[src/rtl/rglt_pkg.sv]
// Package: offsets, fields, resets, states and table helpers for rglt
package rglt_pkg;

    // ------------------------------------------------------------
    // Register map
    // ------------------------------------------------------------
    localparam logic [9:0] RGLT_OFS_TUNE_CFG = 10'h112;
    localparam logic [9:0] RGLT_OFS_LOCK_CFG = 10'h113;
    localparam logic [9:0] RGLT_OFS_STATUS   = 10'h1f0;
    localparam logic [7:0] RGLT_RST_TUNE_CFG = 8'h00;
    localparam logic [7:0] RGLT_RST_LOCK_CFG = 8'h00;

    // Field positions of the lock/table register
    localparam int RGLT_POLICY_LSB = 6;
    localparam int RGLT_SOURCE_LSB = 4;
    localparam int RGLT_TUNE_LO_LSB = 0;
    // Field position of the high tuning field in the neighbour register
    localparam int RGLT_TUNE_HI_LSB = 2;

    // ------------------------------------------------------------
    // Table geometry
    // ------------------------------------------------------------
    localparam logic [3:0] RGLT_TBL_LAST  = 4'h8;  // Nine entries
    localparam logic [7:0] RGLT_PRAM_BASE = 8'h10; // Custom tx table
    localparam logic [2:0] RGLT_RX_SET    = 3'h0;  // Narrow rx set
    localparam logic [7:0] RGLT_ROM_SEED  = 8'h21; // Arbitrary contents
    localparam logic [7:0] RGLT_ROM_STEP  = 8'h07;

    // ------------------------------------------------------------
    // Types
    // ------------------------------------------------------------
    typedef enum logic [1:0] {
        RGLT_POL_FREE, RGLT_POL_MANUAL, RGLT_POL_HOLD, RGLT_POL_LOCK
    } rglt_policy_e;

    typedef enum logic [1:0] {
        RGLT_SRC_ROM, RGLT_SRC_RX_CUST, RGLT_SRC_TX_CUST, RGLT_SRC_BOTH
    } rglt_source_e;

    typedef enum logic [1:0] {
        RGLT_RADIO_IDLE, RGLT_RADIO_RX, RGLT_RADIO_TX, RGLT_RADIO_SLEEP
    } rglt_radio_e;

    typedef enum logic [1:0] {
        RGLT_FROM_ROM, RGLT_FROM_PRAM, RGLT_FROM_CALC
    } rglt_from_e;

    typedef struct packed {
        logic       wr;
        logic       is_tx;
        logic [3:0] idx;
        logic [7:0] data;
    } rglt_lut_s;

    // Contents of the built-in table memory
    function automatic logic [7:0] rglt_rom_word(input logic [6:0] a);
        rglt_rom_word = 8'({1'b0, a} * RGLT_ROM_STEP + RGLT_ROM_SEED);
    endfunction : rglt_rom_word

    // Custom rx entry built from both tuning fields
    function automatic logic [7:0] rglt_rx_custom(input logic [3:0] idx,
                                                  input logic [5:0] hi,
                                                  input logic [3:0] lo);
        rglt_rx_custom = 8'({hi, 2'b00} + {4'h0, lo} + {4'h0, idx});
    endfunction : rglt_rx_custom

endpackage : rglt_pkg

[src/rtl/rglt_config.sv]
// Gain-lock policy and loop table configuration register block
//
// Overview of operation
// - Policy 0 free, 1 manual, 2 hold, 3 lock
// - Sync word locks only with zero preamble tolerance
// - Source 0 loads ROM tables on tx/rx entry
// - Source 1: custom rx table, ROM tx table
// - Source 2: tx table from packet RAM 0x10-0x18
// - Source 3: custom rx and packet RAM tx
// - Source 1/3 applies both tuning fields to rx
// - Auto tables: narrow rx, rate-based tx bandwidth
//
// Our own choice: strobed register access.
`timescale 1ns/1ps
module rglt_config
    import rglt_pkg::*;
(
    // Clock and reset
    input  wire logic        i_ref_clk,
    input  wire logic        i_rst,
    // Register port
    input  wire logic [9:0]  i_reg_addr,
    input  wire logic [7:0]  i_reg_wdata,
    input  wire logic        i_reg_wr,
    input  wire logic        i_reg_rd,
    output logic      [7:0]  o_reg_rdata,
    // Radio state and receiver events
    input  wire rglt_radio_e i_radio_state,
    input  wire logic [1:0]  i_tx_rate_sel,
    input  wire logic        i_preamble_det,
    input  wire logic        i_sync_det,
    input  wire logic [3:0]  i_preamble_tol,
    // Gain control
    output logic             o_gain_manual,
    output logic             o_gain_hold,
    // Packet RAM read port, data one cycle after the request
    output logic             o_pram_rd,
    output logic      [7:0]  o_pram_addr,
    input  wire logic [7:0]  i_pram_data,
    // Loop table writes to the synthesizer
    output rglt_lut_s        o_lut,
    output logic             o_load_busy
);

    // ------------------------------------------------------------
    // State
    // ------------------------------------------------------------
    typedef enum logic {RGLT_ST_IDLE, RGLT_ST_LOAD} rglt_fsm_e;

    typedef struct packed {
        logic [7:0]  tune_cfg;
        logic [7:0]  lock_cfg;
        logic [7:0]  rdata;
        rglt_radio_e prev_radio;
        rglt_fsm_e   fsm;
        logic [3:0]  idx;
        logic        pend;
        logic [3:0]  pend_idx;
        logic        load_tx;
        rglt_from_e  from;
        logic        locked;
        rglt_lut_s   lut;
    } rglt_state_s;

    rglt_state_s st_q;
    rglt_state_s st_d;

    rglt_policy_e policy;
    rglt_source_e source;
    logic [5:0]   tune_hi;
    logic [3:0]   tune_lo;
    logic         enter_rx;
    logic         enter_tx;
    logic [6:0]   rom_addr;
    logic [7:0]   rom_data;
    logic [2:0]   tx_set;

    assign policy  = rglt_policy_e'(st_q.lock_cfg[RGLT_POLICY_LSB +: 2]);
    assign source  = rglt_source_e'(st_q.lock_cfg[RGLT_SOURCE_LSB +: 2]);
    assign tune_hi = st_q.tune_cfg[RGLT_TUNE_HI_LSB +: 6];
    assign tune_lo = st_q.lock_cfg[RGLT_TUNE_LO_LSB +: 4];

    // Entry into rx or tx is a change of the radio state
    assign enter_rx = (i_radio_state == RGLT_RADIO_RX)
                   && (st_q.prev_radio != RGLT_RADIO_RX);
    assign enter_tx = (i_radio_state == RGLT_RADIO_TX)
                   && (st_q.prev_radio != RGLT_RADIO_TX);

    // Tx bandwidth set is the rate select plus one
    assign tx_set   = 3'(i_tx_rate_sel) + 3'h1;

    // ------------------------------------------------------------
    // Table memory and packet RAM requests
    // ------------------------------------------------------------
    assign rom_addr = {st_q.load_tx ? tx_set : RGLT_RX_SET, st_q.idx};

    rglt_table_rom u_rom (
        .i_ref_clk (i_ref_clk),
        .i_rst     (i_rst),
        .i_addr    (rom_addr),
        .o_data    (rom_data)
    );

    // Requests are combinational so data lands one cycle later
    assign o_pram_rd   = (st_q.fsm == RGLT_ST_LOAD)
                      && (st_q.from == RGLT_FROM_PRAM);
    assign o_pram_addr = RGLT_PRAM_BASE + {4'h0, st_q.idx};

    // ------------------------------------------------------------
    // Next state
    // ------------------------------------------------------------
    always_comb
    begin
        st_d            = st_q;
        st_d.prev_radio = i_radio_state;
        st_d.lut.wr     = 1'b0;
        st_d.pend       = 1'b0;
        st_d.rdata      = 8'h00;

        // Register writes
        if (i_reg_wr && i_reg_addr == RGLT_OFS_TUNE_CFG)
            st_d.tune_cfg = i_reg_wdata;
        if (i_reg_wr && i_reg_addr == RGLT_OFS_LOCK_CFG)
            st_d.lock_cfg = i_reg_wdata;

        // Register reads, unmapped addresses read zero
        if (i_reg_rd)
        begin
            case (i_reg_addr)
                RGLT_OFS_TUNE_CFG: st_d.rdata = st_q.tune_cfg;
                RGLT_OFS_LOCK_CFG: st_d.rdata = st_q.lock_cfg;
                RGLT_OFS_STATUS:   st_d.rdata = {4'h0, st_q.load_tx,
                                                 st_q.locked, o_gain_hold,
                                                 o_load_busy};
                default:           st_d.rdata = 8'h00;
            endcase
        end

        // Lock stays until rx is left or the policy changes
        if (policy != RGLT_POL_LOCK || i_radio_state != RGLT_RADIO_RX)
            st_d.locked = 1'b0;
        else if (i_preamble_det)
            st_d.locked = 1'b1;
        else if (i_sync_det && i_preamble_tol == 4'h0)
            st_d.locked = 1'b1;

        // Output stage: one entry per cycle after the read latency
        if (st_q.pend)
        begin
            st_d.lut.wr    = 1'b1;
            st_d.lut.is_tx = st_q.load_tx;
            st_d.lut.idx   = st_q.pend_idx;
            case (st_q.from)
                RGLT_FROM_PRAM: st_d.lut.data = i_pram_data;
                RGLT_FROM_CALC: st_d.lut.data =
                    rglt_rx_custom(st_q.pend_idx, tune_hi, tune_lo);
                default:        st_d.lut.data = rom_data;
            endcase
        end

        // Table load sequencer
        case (st_q.fsm)
            RGLT_ST_IDLE:
            begin
                st_d.idx = 4'h0;
            end
            RGLT_ST_LOAD:
            begin
                st_d.pend     = 1'b1;
                st_d.pend_idx = st_q.idx;
                st_d.idx      = st_q.idx + 4'h1;
                if (st_q.idx == RGLT_TBL_LAST)
                    st_d.fsm = RGLT_ST_IDLE;
            end
            default:
            begin
                st_d.fsm = RGLT_ST_IDLE;
            end
        endcase

        // A new entry restarts the load with the source of that moment
        if (enter_tx)
        begin
            st_d.fsm     = RGLT_ST_LOAD;
            st_d.idx     = 4'h0;
            st_d.load_tx = 1'b1;
            if (source == RGLT_SRC_TX_CUST || source == RGLT_SRC_BOTH)
                st_d.from = RGLT_FROM_PRAM;
            else
                st_d.from = RGLT_FROM_ROM;
        end
        else if (enter_rx)
        begin
            st_d.fsm     = RGLT_ST_LOAD;
            st_d.idx     = 4'h0;
            st_d.load_tx = 1'b0;
            if (source == RGLT_SRC_RX_CUST || source == RGLT_SRC_BOTH)
                st_d.from = RGLT_FROM_CALC;
            else
                st_d.from = RGLT_FROM_ROM;
        end
    end

    // ------------------------------------------------------------
    // State register
    // ------------------------------------------------------------
    always_ff @(posedge i_ref_clk)
    begin
        if (i_rst)
        begin
            st_q          <= '0;
            st_q.tune_cfg <= RGLT_RST_TUNE_CFG;
            st_q.lock_cfg <= RGLT_RST_LOCK_CFG;
        end
        else
        begin
            st_q <= st_d;
        end
    end

    // Gain control follows the policy field
    assign o_gain_manual = (policy == RGLT_POL_MANUAL);
    // A lock left from policy 3 must not hold gain once the policy changes
    assign o_gain_hold   = (policy == RGLT_POL_HOLD)
                        || (policy == RGLT_POL_LOCK && st_q.locked);
    assign o_reg_rdata   = st_q.rdata;
    assign o_lut         = st_q.lut;
    assign o_load_busy   = (st_q.fsm == RGLT_ST_LOAD) || st_q.pend;
endmodule : rglt_config

[src/rtl/rglt_table_rom.sv]
// Built-in loop table memory with registered read data
`timescale 1ns/1ps
module rglt_table_rom
    import rglt_pkg::*;
(
    // Clock and reset
    input  wire logic       i_ref_clk,
    input  wire logic       i_rst,
    // Read port
    input  wire logic [6:0] i_addr,
    output logic      [7:0] o_data
);

    // ------------------------------------------------------------
    // Contents and read register
    // ------------------------------------------------------------
    logic [7:0] rom_mem [128];

    // Contents are constant, filled from the package function
    always_comb
    begin
        for (int i = 0; i < 128; i++)
        begin
            rom_mem[i] = rglt_rom_word(7'(i));
        end
    end

    // One cycle read latency
    always_ff @(posedge i_ref_clk)
    begin
        if (i_rst)
        begin
            o_data <= 8'h00;
        end
        else
        begin
            o_data <= rom_mem[i_addr];
        end
    end

endmodule : rglt_table_rom

[config.mk]
export PLATFORM = sky130hd
export DESIGN_NAME = rglt_config
export DESIGN_NICKNAME = d
export VERILOG_FILES = /design/src/rtl/rglt_pkg.sv /design/src/rtl/rglt_config.sv /design/src/rtl/rglt_table_rom.sv
export SDC_FILE = /design/constraint.sdc
export NUM_CORES = 1
export LEC_CHECK = 0
export BUFFER_PORTS_ARGS = -buffer_cell sky130_fd_sc_hd__buf_4
export CORE_AREA = 5 5 87 89
export CTS_BUF_LIST = sky130_fd_sc_hd__clkbuf_4 sky130_fd_sc_hd__clkbuf_8 sky130_fd_sc_hd__clkbuf_16
export CTS_CLUSTER_DIAMETER = 200
export DETAILED_ROUTE_END_ITERATION = 10
export DIE_AREA = 0 0 92 94
export GPL_TIMING_DRIVEN = 0
export PLACE_DENSITY = 0.88
export SYNTH_ARGS = -nofsm -noshare
export SYNTH_HDL_FRONTEND = slang
export SYNTH_SLANG_ARGS = --single-unit
[constraint.sdc]
create_clock -name i_ref_clk -period 6.1 [get_ports i_ref_clk]
set_clock_uncertainty 0.15 [all_clocks]
set_input_delay 0.915 -clock i_ref_clk [delete_from_list [all_inputs] [get_ports i_ref_clk]]
set_output_delay 0.915 -clock i_ref_clk [all_outputs]
set_load 0.02 [all_outputs]
# Word-level counts from Yosys, hierarchy flattened
# Memories as Yosys holds them, arrays and structs flattened. A register that Yosys moved wholly into a read port is not among the register bits.
# Index checks and enable logic that the tools add are counted.
# op_classes
muxes	16
bitwise	3
add_sub_neg	5
eq_ne	18
n_reduce_logical	18
# op_table
cell	count
10-bit by 9-bit == test with 1-bit output, second input constant	3
8-bit case mux with 3 select lines	1
8-bit by 4-bit adder with 8-bit output	2
8-bit case mux with 2 select lines	1
5-bit 2-to-1 mux	3
14-bit 2-to-1 mux	1
2-bit == test, second input constant	6
3-bit 2-to-1 mux	3
2-bit by 1-bit == test with 1-bit output, second input constant	4
7-bit NOT with 8-bit output	1
4-bit case mux with 2 select lines	1
1-bit logical AND	7
5-bit by 4-bit adder with 6-bit output, first input constant	1
1-bit logical OR	5
1-bit 2-to-1 mux	5
4-bit by 1-bit adder with 4-bit output, second input constant	1
4-bit == test, second input constant	1
4-bit logical NOT	1
2-bit by 1-bit inequality test with 1-bit output, second input constant	2
2-bit inequality test, second input constant	2
2-bit nonzero test	2
2-bit OR reduction	2
2-bit by 1-bit adder with 3-bit output, second input constant	1
3-bit OR reduction	1
2 further kinds	3
# word_totals
output_inout_bits	34
mem_count	1
mem_bits_ro	1024
register_bits	54
# memory_table
name	depth	word_bits	read_ports	rd_clocked_by_memory_dff	wr	line	source
(no name shown)	128	8	1	1	0	rglt_table_rom.sv:37	o_data <= rom_mem[i_addr];

# Logic depth before layout (Yosys ltp)
# depth
word_depth	5
depth_mapped	9
depth_no_buf	9

# Modules after synthesis
# Synthesis repeated with hierarchy kept, for this count alone.
# unflattened
cells_unflattened	436
area_unflattened_um2	3744.8
# by_module_without_submodules
mod	instances	seq_area_each_um2	area_each_um2	cells_per_inst
rglt_config	1	1081.0	2976.6	342
rglt_table_rom	1	160.2	768.2	94

# Least setup slack after synthesis
# OpenSTA, ideal clock, no wires.
# synth_path
path_type	register to register
startpoint	reg st_q[20] in the netlist's numbering
endpoint	reg st_q, in the netlist o_lut[5]
slack_ns	3.768
arrival_ns	2.096
t_required_ns	5.864
stages_incl_launch_ff	9
path_cell_list	dfxtp_1 inv_1 fa_1 fa_1 nand2b_1 a21boi_0 nor3_1 nand3b_1 a211oi_1
# synth_between
elab_chain_len	2
# synth_lines
element	line	source
from (decl)	rglt_config.sv:65	rglt_state_s st_q;
from (signal assigned)	rglt_config.sv:217	st_q <= st_d;
8-bit by 4-bit adder with 8-bit output	rglt_pkg.sv:64	rglt_rx_custom = 8'({hi, 2'b00} + {4'h0, lo} + {4'h0, idx});
8-bit case mux with 2 select lines	rglt_config.sv:153	case (st_q.from)
# Every way passes these cells.
# A chain may end at the register's enable or synchronous reset.

# Worst setup path after layout
# layout_path
startpoint	reg st_q[15] in the netlist's numbering
endpoint	out o_pram_rd
# layout_between
elab_chain_len	2
# layout_lines
element	line	source
2-bit by 1-bit == test with 1-bit output	rglt_config.sv:106	&& (st_q.from == RGLT_FROM_PRAM);
1-bit logical AND	rglt_config.sv:106	
to (decl)	rglt_config.sv:37	output logic o_pram_rd,
# Every way passes these cells.

==> impl_metrics.ini <==
[run_status]
status = finished, final reports clean

[clocking]
clockBufferDepth = 2
cts_buffers = 9
clk_latency_ns = 0.34
cts_sinks = 62
cts_root_buf = clkbuf_8
h-tree-depth = 3
cts_resized = 0
cts_hold_buffers = 0
post_cts_buffers = 0
clk_pin_slew_ns = 0.07
tritoncts = built

[worst_setup_path]
reg2reg_depth = 8
crit_required_ns = 5.03
start_kind = flip-flop
cp_max_fo = 9
crit_slowest_cell = dfxtp_1
cp_data_arrival_time_ns = 1.60
worst_path_largest_cell_delay_ns = 0.40
criticalPathCategory = reg2out
cp-end-kind = primary output
crit_chain = ha_1 > clkbuf_1 > and2_1 > buf_4

[synth]
async_flop_share_pct = 0
synth_flop_cell = dfxtp_1
syn_inst = 417
postSynthAreaPerCell_um2 = 8.46
synth_edf_count = 0
synthDistinctLibCells = 55
ys_ff_latch = 62
ys_seq_area_share_pct = 35.2
netlist_area_um2 = 3530
ys_warn_count = 0

[detailed_routing]
num_vias = 3218
wl_met2_um = 4680
highest-signal-layer = met4
routed_wl_um = 9270
first_iter_violations = 152
wl_met3_um = 559
ant_nets = 0
viasPerCell = 5.55
firstDrtPassIters = 4
post-route-drc-count = 0
met1_length_um = 3820
routedWlPerCell_um = 16.0

[power]
irDropWorstVdd_mv = 0.107
power.switching_mw = 0.206
p_comb_share_pct = 11.4
power_leakage_nw = 1.86
swShare_pct = 23.9
p_clk_share_pct = 40.2
seq_power_share_pct = 48.4
internal_power_mw = 0.655
power.density_nw_per_um2 = 199

[floorplanning]
die_x_um = 92
num_rows = 30
core_um2 = 6680
die_h_um = 94
dieArea_um2 = 8650
ios = 74
start_util_pct = 52.8

[placed_design]
portBuffers = 68
placed_area_um2 = 4140
dp_cells = 567
gp_congestion = 0.917
dp_hpwl_um = 7020

[global_route]
antenna_found_initial = 0
overflow = 0
grt_pass1_wl_um = 14600
grt_pass1_vias = 3050
grt_max_degree = 11
track_usage_pct = 21.4

[sta]
tns_ns = 0
whs_ns = 0.328
fmaxAchievable_mhz = 375
fin_crit_ns = 2.67
setup_viol = 0
rsz0062_at_grt = false
timing.final.crit_share_pct = 43.7
final_hold_viol_count = 0
maxSlewHeadroom_pct = 60.0
tightest_slew_ns = 0.600
slew_violations = 0

[worst_hold_path]
min_path_cells = 2
hold_path_class = reg2reg

[layout]
final_cell_mix = buf_4 (99), dfxtp_1 (62), nor2_1 (39)
diodes = 0
final_common_cell = buf_4
utilization_pct = 64.7
fillers = 573
fin_area_um2 = 4320
area_growth_pct = 22.6
post_layout_nonfiller_instances = 580
final_nets = 558
drive_gt1_share_pct = 25.8

[job]
maxCapViolations = 0
==> path summary, 6_finish.rpt <==
| check | slack, ns | start | end |
|---|---|---|---|
| max reg2reg | 3.48 | st_q[20] | o_lut[5] |
| max | 3.43 | st_q[15] | o_pram_rd |
| min reg2reg | 0.33 | o_lut[6] | o_lut[6] |
| min | 0.33 | o_lut[6] | o_lut[6] |
==> cells in the mapped netlist (6+ instances only) <==
library cell	number	area share, %
a22oi_1	8	1.7
a21oi_1	30	4.3
inv_1	22	2.3
mux2i_1	20	5.7
ha_1	17	6.0
a211oi_1	12	2.6
nand3_1	6	0.85
nor2_1	39	4.2
nor2b_1	10	1.8
clkbuf_1	12	1.3
nand2_1	36	3.8
o21ai_0	30	4.3
buf_4	31	6.6
nand2b_1	9	1.6
dfxtp_1	62	35
==> cells by family after synthesis <==
| kind of cell | synth area share, % |
|---|---|
| flops | 35.2 |
| simple gates | 19.4 |
| mux | 7.59 |
| xor+xnor | 0.745 |
| compound gates | 17.5 |
| other cells | 0.213 |
| buf+inv | 11.6 |
| fa+ha+maj | 7.74 |
==> power by group through the flow <==
stage               Combinational, mW  Sequential (mW)  Clock, mW
CTS                            0.0977            0.416      0.346
finish                         0.0983            0.416      0.346
floorplan                      0.0569            0.424          0
global route                    0.106            0.417      0.369
global placement               0.0959            0.425          0
detailed placement             0.0974            0.425          0
==> per-layer routing <==
layer / global-route usage (%) / vias up
met2: 36.3 / 103
met1: 26.3 / 1511
met4: 8.17 / 0
met5: 0 / -
li1: - / 1578
met3: 4.97 / 26
==> final cells by class <==
type | count | area, um^2 | share of cell area, %
Clock buffer | 11 | 145 | 3.36
Sequential cell | 62 | 1240 | 28.7
Clock inverter | 2 | 35.0 | 0.810
Timing Repair Buffer | 68 | 510 | 11.8
Multi-Input combinational cell | 283 | 1880 | 43.5
Inverter | 22 | 82.6 | 1.91
Tap cell | 80 | 100 | 2.31
Buffer | 52 | 327 | 7.55
==> metrics by stage <==
step / setup slack, ns / total power [mW]
6_report: 3.43 / 0.861
5_1_grt: 3.32 / 0.892
4_1_cts: 3.43 / 0.860
3_5_place_dp: 3.34 / 0.523
3_3_place_gp: 3.38 / 0.521
2_1_floorplan: 3.77 / 0.481
==> registers in the layout, indices dropped and copies added (netlist names) <==
signal        flops
policy            2
o_reg_rdata       8
st_q             24
u_rom.o_data      8
rom_addr          4
o_lut            14
source            2
==> worst max-delay path, delay by kind of cell (launching register included) <==
family	cells	cell delay, ns
buf+inv	2	0.49
fa+ha+maj	1	0.17
flops	1	0.40
simple gates	1	0.20
Note: power is estimated with default switching activity, not from simulation.
